`src/design/imr_pkg.sv`:
```
// package: constants and types for the indirect move / return execution block
`default_nettype none
package imr_pkg;
    localparam int PTR_W = 16;
    localparam int DATA_W = 8;
    localparam int PC_W = 15;
    localparam int STACK_DEPTH = 16;
    // opcode selector of the execution unit
    typedef enum logic [2:0] {
        OP_NONE = 3'b000,
        OP_STORE_IND = 3'b001,
        OP_STORE_REL = 3'b010,
        OP_NOP = 3'b011,
        OP_SWRESET = 3'b100,
        OP_RETINT = 3'b101
    } imr_op_type;
    typedef enum logic [1:0] {
        MODE_PRE_INC = 2'b00,
        MODE_PRE_DEC = 2'b01,
        MODE_POST_INC = 2'b10,
        MODE_POST_DEC = 2'b11
    } imr_mode_type;
    typedef enum logic [1:0] {
        ST_IDLE = 2'b00,
        ST_REFETCH = 2'b01
    } imr_state_type;
    // register map (APB byte addresses)
    localparam logic [11:0] ADDR_CMD = 12'h000;
    localparam logic [11:0] ADDR_PTR0 = 12'h004;
    localparam logic [11:0] ADDR_PTR1 = 12'h008;
    localparam logic [11:0] ADDR_WREG = 12'h00C;
    localparam logic [11:0] ADDR_PC = 12'h010;
    localparam logic [11:0] ADDR_INTCTL = 12'h014;
    localparam logic [11:0] ADDR_PWRCTL = 12'h018;
    localparam logic [11:0] ADDR_STATUS = 12'h01C;
    localparam logic [11:0] ADDR_MEMDATA = 12'h020;
    localparam logic [11:0] ADDR_PUSH = 12'h024;
    // command word fields, then control register bit positions and register reset values
    localparam int CMD_OP_LSB = 0;
    localparam int CMD_SEL_BIT = 3;
    localparam int CMD_MODE_LSB = 4;
    localparam int CMD_OFS_LSB = 8;
    localparam int OFS_W = 6;
    localparam int GIE_BIT = 7;
    localparam int RESET_FLAG_BIT = 2;
    localparam logic [DATA_W-1:0] INTCTL_RST = 8'h00;
    localparam logic [DATA_W-1:0] PWRCTL_RST = 8'h04;
    localparam logic [DATA_W-1:0] STATUS_RST = 8'h00;
endpackage
`default_nettype wire

```
`src/design/imr_stack_if.sv`:
```
// interface: return stack push/pop between core and stack module
`default_nettype none
interface imr_stack_if;
    logic push;
    logic pop;
    logic [imr_pkg::PC_W-1:0] pushData;
    logic [imr_pkg::PC_W-1:0] topOfStack;
    logic empty;
    modport core (output push, output pop, output pushData, input topOfStack, input empty);
    modport stack (input push, input pop, input pushData, output topOfStack, output empty);
endinterface
`default_nettype wire

```
`src/design/imr_return_stack.sv`:
```
// hardware return stack with circular depth
`default_nettype none
module imr_return_stack #(
    parameter int DEPTH = imr_pkg::STACK_DEPTH
) (
    input wire logic core_clk,
    input wire logic rst_n,
    imr_stack_if.stack stk
);
    localparam int AW = $clog2(DEPTH);
    if (DEPTH < 2 || (1 << AW) != DEPTH) begin : g_bad_depth
        $error("stack depth must be a power of two >= 2");
    end
    logic [imr_pkg::PC_W-1:0] mem [DEPTH];
    logic [AW-1:0] ptr;
    logic [AW-1:0] next_ptr;
    logic [AW:0] fill;
    logic [AW:0] next_fill;
    // wraps on overflow, as a fixed-depth hardware stack does
    always_comb begin
        next_ptr = ptr;
        next_fill = fill;
        if (stk.push) begin
            next_ptr = ptr + 1'b1;
            if (fill != (AW+1)'(DEPTH)) next_fill = fill + 1'b1;
        end else if (stk.pop) begin
            next_ptr = ptr - 1'b1;
            if (fill != '0) next_fill = fill - 1'b1;
        end
    end
    always_ff @(posedge core_clk or negedge rst_n) begin
        if (!rst_n) begin
            ptr <= '0;
            fill <= '0;
        end else begin
            ptr <= next_ptr;
            fill <= next_fill;
        end
    end
    always_ff @(posedge core_clk) begin
        if (stk.push) mem[next_ptr] <= stk.pushData;
    end
    assign stk.topOfStack = mem[ptr];
    assign stk.empty = (fill == '0);
endmodule // imr_return_stack
`default_nettype wire

```
`src/design/imr_exec_unit.sv`:
```
// execution unit: indirect store, no-op, software reset, return from interrupt
// Operation
// - Store-indirect copies the working register to the memory word addressed through a pointer alias.
// - Pointer mode 00 pre-increments, 01 pre-decrements, 10 post-increments, 11 post-decrements.
// - The indirect alias holds nothing; its access goes to the address held in the selected pointer.
// - Pointers span 0000h to FFFFh and wrap modulo 65536 on increment or decrement.
// - Pointer auto-update during an indirect store leaves all status flags untouched.
// - Software reset raises a one-cycle reset request (softResetReq) and clears the reset-instruction flag.
// - Return from interrupt sets the global interrupt enable at bit 7 of interrupt control.
// - Relative-offset store addresses pointer plus signed offset -32..31 and leaves the pointer unchanged.
`default_nettype none
module imr_exec_unit #(
    parameter int MEM_WORDS = 256
) (
    input wire logic core_clk,
    input wire logic rst_n,
    input wire logic psel,
    input wire logic penable,
    input wire logic pwrite,
    input wire logic [11:0] paddr,
    input wire logic [31:0] pwdata,
    output logic [31:0] prdata,
    output logic pready,
    output logic pslverr,
    output logic busy,
    output logic softResetReq,
    output logic globalIntEnable
);
    localparam int MAW = $clog2(MEM_WORDS);
    // folding onto the low address bits needs a power-of-two depth, else the index runs past the array
    if (MEM_WORDS < 2 || MEM_WORDS > 65536 || (1 << MAW) != MEM_WORDS) begin : g_bad_mem_words
        $error("MEM_WORDS must be a power of two from 2 to 65536");
    end

    ////////////////////////////////////////////////////////////////////////////
    imr_stack_if stk ();
    imr_return_stack #(.DEPTH(imr_pkg::STACK_DEPTH)) u_stack (
        .core_clk(core_clk),
        .rst_n(rst_n),
        .stk(stk)
    );

    function automatic logic [imr_pkg::PTR_W-1:0] ptrStep(input logic [imr_pkg::PTR_W-1:0] p, input logic dec);
        ptrStep = dec ? p - 1'b1 : p + 1'b1;
    endfunction

    logic [imr_pkg::DATA_W-1:0] mem [MEM_WORDS];
    logic [imr_pkg::PTR_W-1:0] ptr0, ptr1, next_ptr0, next_ptr1;
    logic [imr_pkg::DATA_W-1:0] wreg, next_wreg;
    logic [imr_pkg::PC_W-1:0] pc, next_pc;
    logic [imr_pkg::DATA_W-1:0] intCtl, next_intCtl;
    logic [imr_pkg::DATA_W-1:0] pwrCtl, next_pwrCtl;
    logic [imr_pkg::DATA_W-1:0] status, next_status;
    logic [imr_pkg::PTR_W-1:0] memAddr, next_memAddr;
    logic softRst, next_softRst;
    imr_pkg::imr_state_type state, next_state;

    logic wrEn, rdEn;
    logic cmdWr;
    imr_pkg::imr_op_type op;
    imr_pkg::imr_mode_type mode;
    logic sel;
    logic [imr_pkg::OFS_W-1:0] ofs;
    logic [imr_pkg::PTR_W-1:0] curPtr, stepped, effAddr;
    logic memWe;

    assign wrEn = psel && penable && pwrite;
    assign rdEn = psel && !penable && !pwrite;
    assign cmdWr = wrEn && paddr == imr_pkg::ADDR_CMD && state == imr_pkg::ST_IDLE;
    assign op = imr_pkg::imr_op_type'(pwdata[imr_pkg::CMD_OP_LSB +: 3]);
    assign mode = imr_pkg::imr_mode_type'(pwdata[imr_pkg::CMD_MODE_LSB +: 2]);
    assign sel = pwdata[imr_pkg::CMD_SEL_BIT];
    assign ofs = pwdata[imr_pkg::CMD_OFS_LSB +: imr_pkg::OFS_W];
    // the alias has no storage: the selected pointer is the address
    assign curPtr = sel ? ptr1 : ptr0;
    assign stepped = ptrStep(curPtr, mode[0]);
    assign pready = 1'b1;
    assign pslverr = 1'b0;
    assign busy = (state == imr_pkg::ST_REFETCH);
    assign softResetReq = softRst;
    assign globalIntEnable = intCtl[imr_pkg::GIE_BIT];
    assign stk.pushData = pwdata[imr_pkg::PC_W-1:0];
    assign stk.push = wrEn && paddr == imr_pkg::ADDR_PUSH;

    ////////////////////////////////////////////////////////////////////////////
    always_comb begin
        effAddr = curPtr;
        unique case (mode)
            imr_pkg::MODE_PRE_INC, imr_pkg::MODE_PRE_DEC: effAddr = stepped;
            imr_pkg::MODE_POST_INC, imr_pkg::MODE_POST_DEC: effAddr = curPtr;
        endcase
        // signed 6-bit offset, sign extended onto 16 bits
        if (op == imr_pkg::OP_STORE_REL) begin
            effAddr = curPtr + {{(imr_pkg::PTR_W-imr_pkg::OFS_W){ofs[imr_pkg::OFS_W-1]}}, ofs};
        end
    end

    always_comb begin
        next_ptr0 = ptr0;
        next_ptr1 = ptr1;
        next_wreg = wreg;
        next_pc = pc;
        next_intCtl = intCtl;
        next_pwrCtl = pwrCtl;
        next_status = status;
        next_memAddr = memAddr;
        next_softRst = 1'b0;
        next_state = state;
        memWe = 1'b0;
        stk.pop = 1'b0;
        if (wrEn && state == imr_pkg::ST_IDLE) begin
            unique case (paddr)
                imr_pkg::ADDR_PTR0: next_ptr0 = pwdata[imr_pkg::PTR_W-1:0];
                imr_pkg::ADDR_PTR1: next_ptr1 = pwdata[imr_pkg::PTR_W-1:0];
                imr_pkg::ADDR_WREG: next_wreg = pwdata[imr_pkg::DATA_W-1:0];
                imr_pkg::ADDR_PC: next_pc = pwdata[imr_pkg::PC_W-1:0];
                imr_pkg::ADDR_INTCTL: next_intCtl = pwdata[imr_pkg::DATA_W-1:0];
                imr_pkg::ADDR_PWRCTL: next_pwrCtl = pwdata[imr_pkg::DATA_W-1:0];
                imr_pkg::ADDR_STATUS: next_status = pwdata[imr_pkg::DATA_W-1:0];
                imr_pkg::ADDR_MEMDATA: next_memAddr = pwdata[imr_pkg::PTR_W-1:0];
                default: ;
            endcase
        end
        if (cmdWr) begin
            unique case (op)
                imr_pkg::OP_STORE_IND: begin
                    memWe = 1'b1;
                    next_pc = pc + 1'b1;
                    if (sel) next_ptr1 = stepped;
                    else next_ptr0 = stepped;
                end
                imr_pkg::OP_STORE_REL: begin
                    memWe = 1'b1;
                    next_pc = pc + 1'b1;
                end
                imr_pkg::OP_NOP: next_pc = pc + 1'b1;
                imr_pkg::OP_SWRESET: begin
                    next_softRst = 1'b1;
                    next_pwrCtl[imr_pkg::RESET_FLAG_BIT] = 1'b0;
                end
                imr_pkg::OP_RETINT: begin
                    stk.pop = 1'b1;
                    next_pc = stk.topOfStack;
                    next_intCtl[imr_pkg::GIE_BIT] = 1'b1;
                    next_state = imr_pkg::ST_REFETCH;
                end
                default: ;
            endcase
        end else if (state == imr_pkg::ST_REFETCH) begin
            next_state = imr_pkg::ST_IDLE;
        end
    end

    always_ff @(posedge core_clk or negedge rst_n) begin
        if (!rst_n) begin
            ptr0 <= '0;
            ptr1 <= '0;
            wreg <= '0;
            pc <= '0;
            intCtl <= imr_pkg::INTCTL_RST;
            pwrCtl <= imr_pkg::PWRCTL_RST;
            status <= imr_pkg::STATUS_RST;
            memAddr <= '0;
            softRst <= 1'b0;
            state <= imr_pkg::ST_IDLE;
        end else begin
            ptr0 <= next_ptr0;
            ptr1 <= next_ptr1;
            wreg <= next_wreg;
            pc <= next_pc;
            intCtl <= next_intCtl;
            pwrCtl <= next_pwrCtl;
            status <= next_status;
            memAddr <= next_memAddr;
            softRst <= next_softRst;
            state <= next_state;
        end
    end

    // memory beyond MEM_WORDS aliases onto the low address bits
    always_ff @(posedge core_clk) begin
        if (memWe) mem[effAddr[MAW-1:0]] <= wreg;
    end

    ////////////////////////////////////////////////////////////////////////////
    always_ff @(posedge core_clk or negedge rst_n) begin
        if (!rst_n) prdata <= '0;
        else if (rdEn) begin
            unique case (paddr)
                imr_pkg::ADDR_PTR0: prdata <= {16'h0000, ptr0};
                imr_pkg::ADDR_PTR1: prdata <= {16'h0000, ptr1};
                imr_pkg::ADDR_WREG: prdata <= {24'h000000, wreg};
                imr_pkg::ADDR_PC: prdata <= {17'h0, pc};
                imr_pkg::ADDR_INTCTL: prdata <= {24'h000000, intCtl};
                imr_pkg::ADDR_PWRCTL: prdata <= {24'h000000, pwrCtl};
                imr_pkg::ADDR_STATUS: prdata <= {24'h000000, status};
                imr_pkg::ADDR_MEMDATA: prdata <= {24'h000000, mem[memAddr[MAW-1:0]]};
                imr_pkg::ADDR_CMD: prdata <= {31'h0, busy};
                default: prdata <= '0;
            endcase
        end
    end
endmodule // imr_exec_unit
`default_nettype wire

```
`config.mk`:
```
export PLATFORM = sky130hd
export DESIGN_NAME = imr_exec_unit
export DESIGN_NICKNAME = d
export VERILOG_FILES = /design/src/design/imr_pkg.sv /design/src/design/imr_stack_if.sv /design/src/design/imr_return_stack.sv /design/src/design/imr_exec_unit.sv
export SDC_FILE = /design/constraint.sdc
export NUM_CORES = 2
export LEC_CHECK = 0
export BUFFER_PORTS_ARGS = -buffer_cell sky130_fd_sc_hd__buf_2
export CORE_MARGIN = 1
export CORE_UTILIZATION = 45
export CTS_CLUSTER_SIZE = 28
export DETAILED_ROUTE_END_ITERATION = 6
export HOLD_SLACK_MARGIN = 0.08
export SYNTH_ARGS = -nofsm -noshare
export SYNTH_HDL_FRONTEND = slang
export SYNTH_SLANG_ARGS = --single-unit
```
`constraint.sdc`:
```
create_clock -name core_clk -period 9.1 [get_ports core_clk]
set_input_delay 0.91 -clock core_clk [delete_from_list [all_inputs] [get_ports core_clk]]
set_output_delay 0.91 -clock core_clk [all_outputs]
set_load 0.02 [all_outputs]
```
==> impl_metrics.ini <==
[outcome]
run_status = finished, final reports clean

[clocking]
cts_tree = done
root_buffer = clkbuf_16
cts_setup_buffers = 0
cts_sinks = 2397
numCtsBuffers = 234
clk_pin_slew_ps = 70
clkLatencyLatePin_ps = 870
h-tree-depth = 4
clock_path_buffers = 3

[worst_setup_path]
crit_chain = buf_2, buf_4, mux2i_1, inv_1, ha_1, a21o_1, a211oi_1, o21ai_0, a21o_1, a31o_2, o211a_4, buf_4, buf_4, nor4_2
slowest_stage = nor4_2
crit_type = primary input to register
arrival_ps = 6180
cp_num_buf_inv = 5
critPathMaxFanout = 54
critPathCaptureType = register
start_kind = primary input
worstPathRequired_ps = 9560
slowest_delay_ps = 1100
cpMostUsedCell = buf_4
worst_path_dominant_cell_family = buffers and inverters

[finish]
synthToLayoutAreaGrowth_pct = 12.8
layout.nets = 4992
drive_gt1_frac = 0.296
layoutNonFillerInstCount = 7947

[floorplan]
core_area_sq_um = 213000
io_pins = 86
rows = 169
die_w_um = 466
die_height_um = 466
die-area_sq_um = 217000
initial_utilization = 0.454

[placement]
place_hpwl_um = 147000
numPlacedInstances = 7501
gp_congestion = 0.846
io_buffers = 51

[synthesis]
yosys.area_share.simple = 0.0398
yosysSeqAreaShare = 0.738
netlist_top_cells_area = edfxtp_1, mux4_2, dfrtp_1, nor4_1, mux2i_1
synth_compound_area_frac = 0.0300
synth_ff_type = edfxtp_1
ys_seq_elements = 2397
yosys_warnings = 0
synthAdderAreaFrac = 0.00352
synth_top_area_share = 0.710
synth-async-reset-ratio = 0.0455
ys_types = 80
syn_inst = 4816
synthXorXnorAreaFrac = 0.00281
synth_top_cell_by_area = edfxtp_1
syn_avg_cell_area_sq_um = 20.1
synth_top_family_by_area = multiplexers
synth-edff-count = 2288
muxShareOfSynthArea = 0.164
syn-cell-area_sq_um = 96800

[route]
dr.pass1.iters = 7
drc = 0
wirelength_um = 251000
antenna_left = 0
drt_first_iter_violations = 5274
highest_layer = met5
avgViaCountPerCell = 6.25
wl_met1_um = 104000
routed-wl-met2_um = 119000
wire_per_inst_um = 31.6
met3_length_um = 19900
num_vias = 49700

[power_and_ir_drop]
leakage_nw = 38.0
cellPowerDensity_nw_per_um2 = 199
peakVddDrop_v = 0.000201

[timing]
finalWorstPathRequiredPeriod_ps = 5720
worst_slew_pin_slew_ps = 1400
fin_crit_sh = 0.628
setup_viol = 0
slew_violations = 0
hold_viol = 0
max_slew_margin = 0.0650
fmax_mhz = 175
finClkSkew_ps = 52.1
setup_tns_ps = 0
rsz0062_at_grt = no

[flow_run]
drv_cap = 0

[global_routing]
grt_pass1_vias = 49700
antenna_found_initial = 7
track_usage = 0.232
grt-ovfl-total = 0
grt_max_degree = 218
grt_pass1_wl_um = 363000

[worst_hold_path]
hold_class = primary input to register
metal layers:
metal | track usage | up-vias
met5 | 0 | -
met4 | 0.0718 | 2
met3 | 0.0451 | 373
met2 | 0.362 | 2068
met1 | 0.331 | 26800
li1 | - | 20500
flip-flops by register name (all words and copies together), names as in the netlist, 15 cells and up:
signal / count
u_stack.mem: 240
ptr1: 16
mem: 2048
ptr0: 16
prdata: 16
pc: 15
through the flow:
stage / instance area (sq um) / utilization / setup slack [ps] / hold WS [ps] / total power [W]
after floorplan: 96800 / - / 4380 / 450 / 0.0123
after global placement: 102000 / 0.477 / 2590 / 460 / 0.0124
after detailed placement: 102000 / 0.477 / 2560 / 471 / 0.0125
after CTS: 109000 / 0.513 / 3470 / 370 / 0.0218
after global routing: 109000 / 0.513 / 3190 / 425 / 0.0222
final: 109000 / 0.513 / 3380 / 422 / 0.0217
area by class of cell:
| type | instances | area (sq um) |
|---|---|---|
| antenna | 6 | 15.0 |
| clock buffer | 285 | 6050 |
| clock inverter | 154 | 1440 |
| fill | 16800 | 104000 |
| inverter | 25 | 96.3 |
| multi-input combinational | 2056 | 25000 |
| sequential | 2397 | 71500 |
| tap | 2821 | 3530 |
| timing repair buffer | 203 | 1580 |
cells in the mapped netlist, types with 6 or more instances:
library cell	count
a2111oi_0	8
a211o_1	6
a211oi_1	34
a21o_1	8
a21oi_1	83
a221oi_1	22
a222oi_1	6
a22o_1	13
a22oi_1	50
a31oi_1	12
and2_1	11
and3_1	14
buf_1	12
buf_2	80
buf_4	52
buf_6	20
buf_8	16
clkbuf_1	170
dfrtp_1	108
edfxtp_1	2288
ha_1	24
inv_1	21
mux2_2	79
mux2i_1	157
mux4_1	11
mux4_2	582
nand2_1	170
nand2b_1	12
nand3_1	51
nor2_1	82
nor2b_1	23
nor3_1	55
nor4_1	266
o21a_1	8
o21ai_0	66
o221ai_1	26
o22ai_1	37
o31ai_1	6
or2_2	7
or3_1	14
xnor2_1	22
xor2_1	9
worst paths after layout:
check                            from     endpoint  slack (ps)  cells past startpoint
max                         pwdata[3]  mem[233][6]        3380                     14
min                         pwdata[4]   memAddr[4]         420                      3
max reg2reg                   ptr1[1]  mem[233][6]        3790                     12
min reg2reg                prdata[11]   prdata[11]         470                      2
max in group asynchronous       rst_n      wreg[3]        6990                      3
min in group asynchronous       rst_n       pc[11]         600                      2
tightest hold or removal path: cells and delay by family:
| kind | cells | cell delay [ps] |
|---|---|---|
| AND/OR/NAND/NOR | 1 | 80 |
| AO/OA/AOI/OAI | 1 | 70 |
| buffers and inverters | 1 | 190 |
logic make-up (layout without fill, tap and decap cells):
kind of cell / Yosys count / in the layout
other cells: 2 / 24
fa+ha+maj: 26 / 26
flops: 2397 / 2397
simple gates: 728 / 728
buf+inv: 379 / 667
compound gates: 424 / 424
mux: 829 / 829
xor+xnor: 31 / 31
what timing repair did:
| item | in CTS | in global routing |
|---|---|---|
| hold buffers | 1 | 0 |
| gates resized for setup | 0 | 0 |
| endpoints found under the hold margin | 38 | 0 |
| endpoints found under the setup margin | 0 | 0 |
report_power, final:
group	switching, W	leakage [nW]	total, W	internal [W]
clock network	0.00421	3.65	0.00949	0.00528
registers	0.00000229	27.3	0.0119	0.0119
logic	0.000252	7.10	0.000300	0.0000476
cell usage in the layout, fill, tap and decap left out, drive strengths merged, types with 22 or more instances in the layout:
cell type / count
edfxtp: 2288
mux4: 593
clkbuf: 285
nor4: 269
buf: 202
nand2: 170
mux2i: 157
clkinv: 118
dfrtp: 108
a21oi: 83
nor2: 82
mux2: 79
o21ai: 68
nor3: 57
nand3: 51
a22oi: 50
o22ai: 37
a211oi: 34
inv: 33
o221ai: 26
ha: 24
nor2b: 23
xnor2: 22
a221oi: 22
Note: power is estimated with default switching activity, not from simulation.
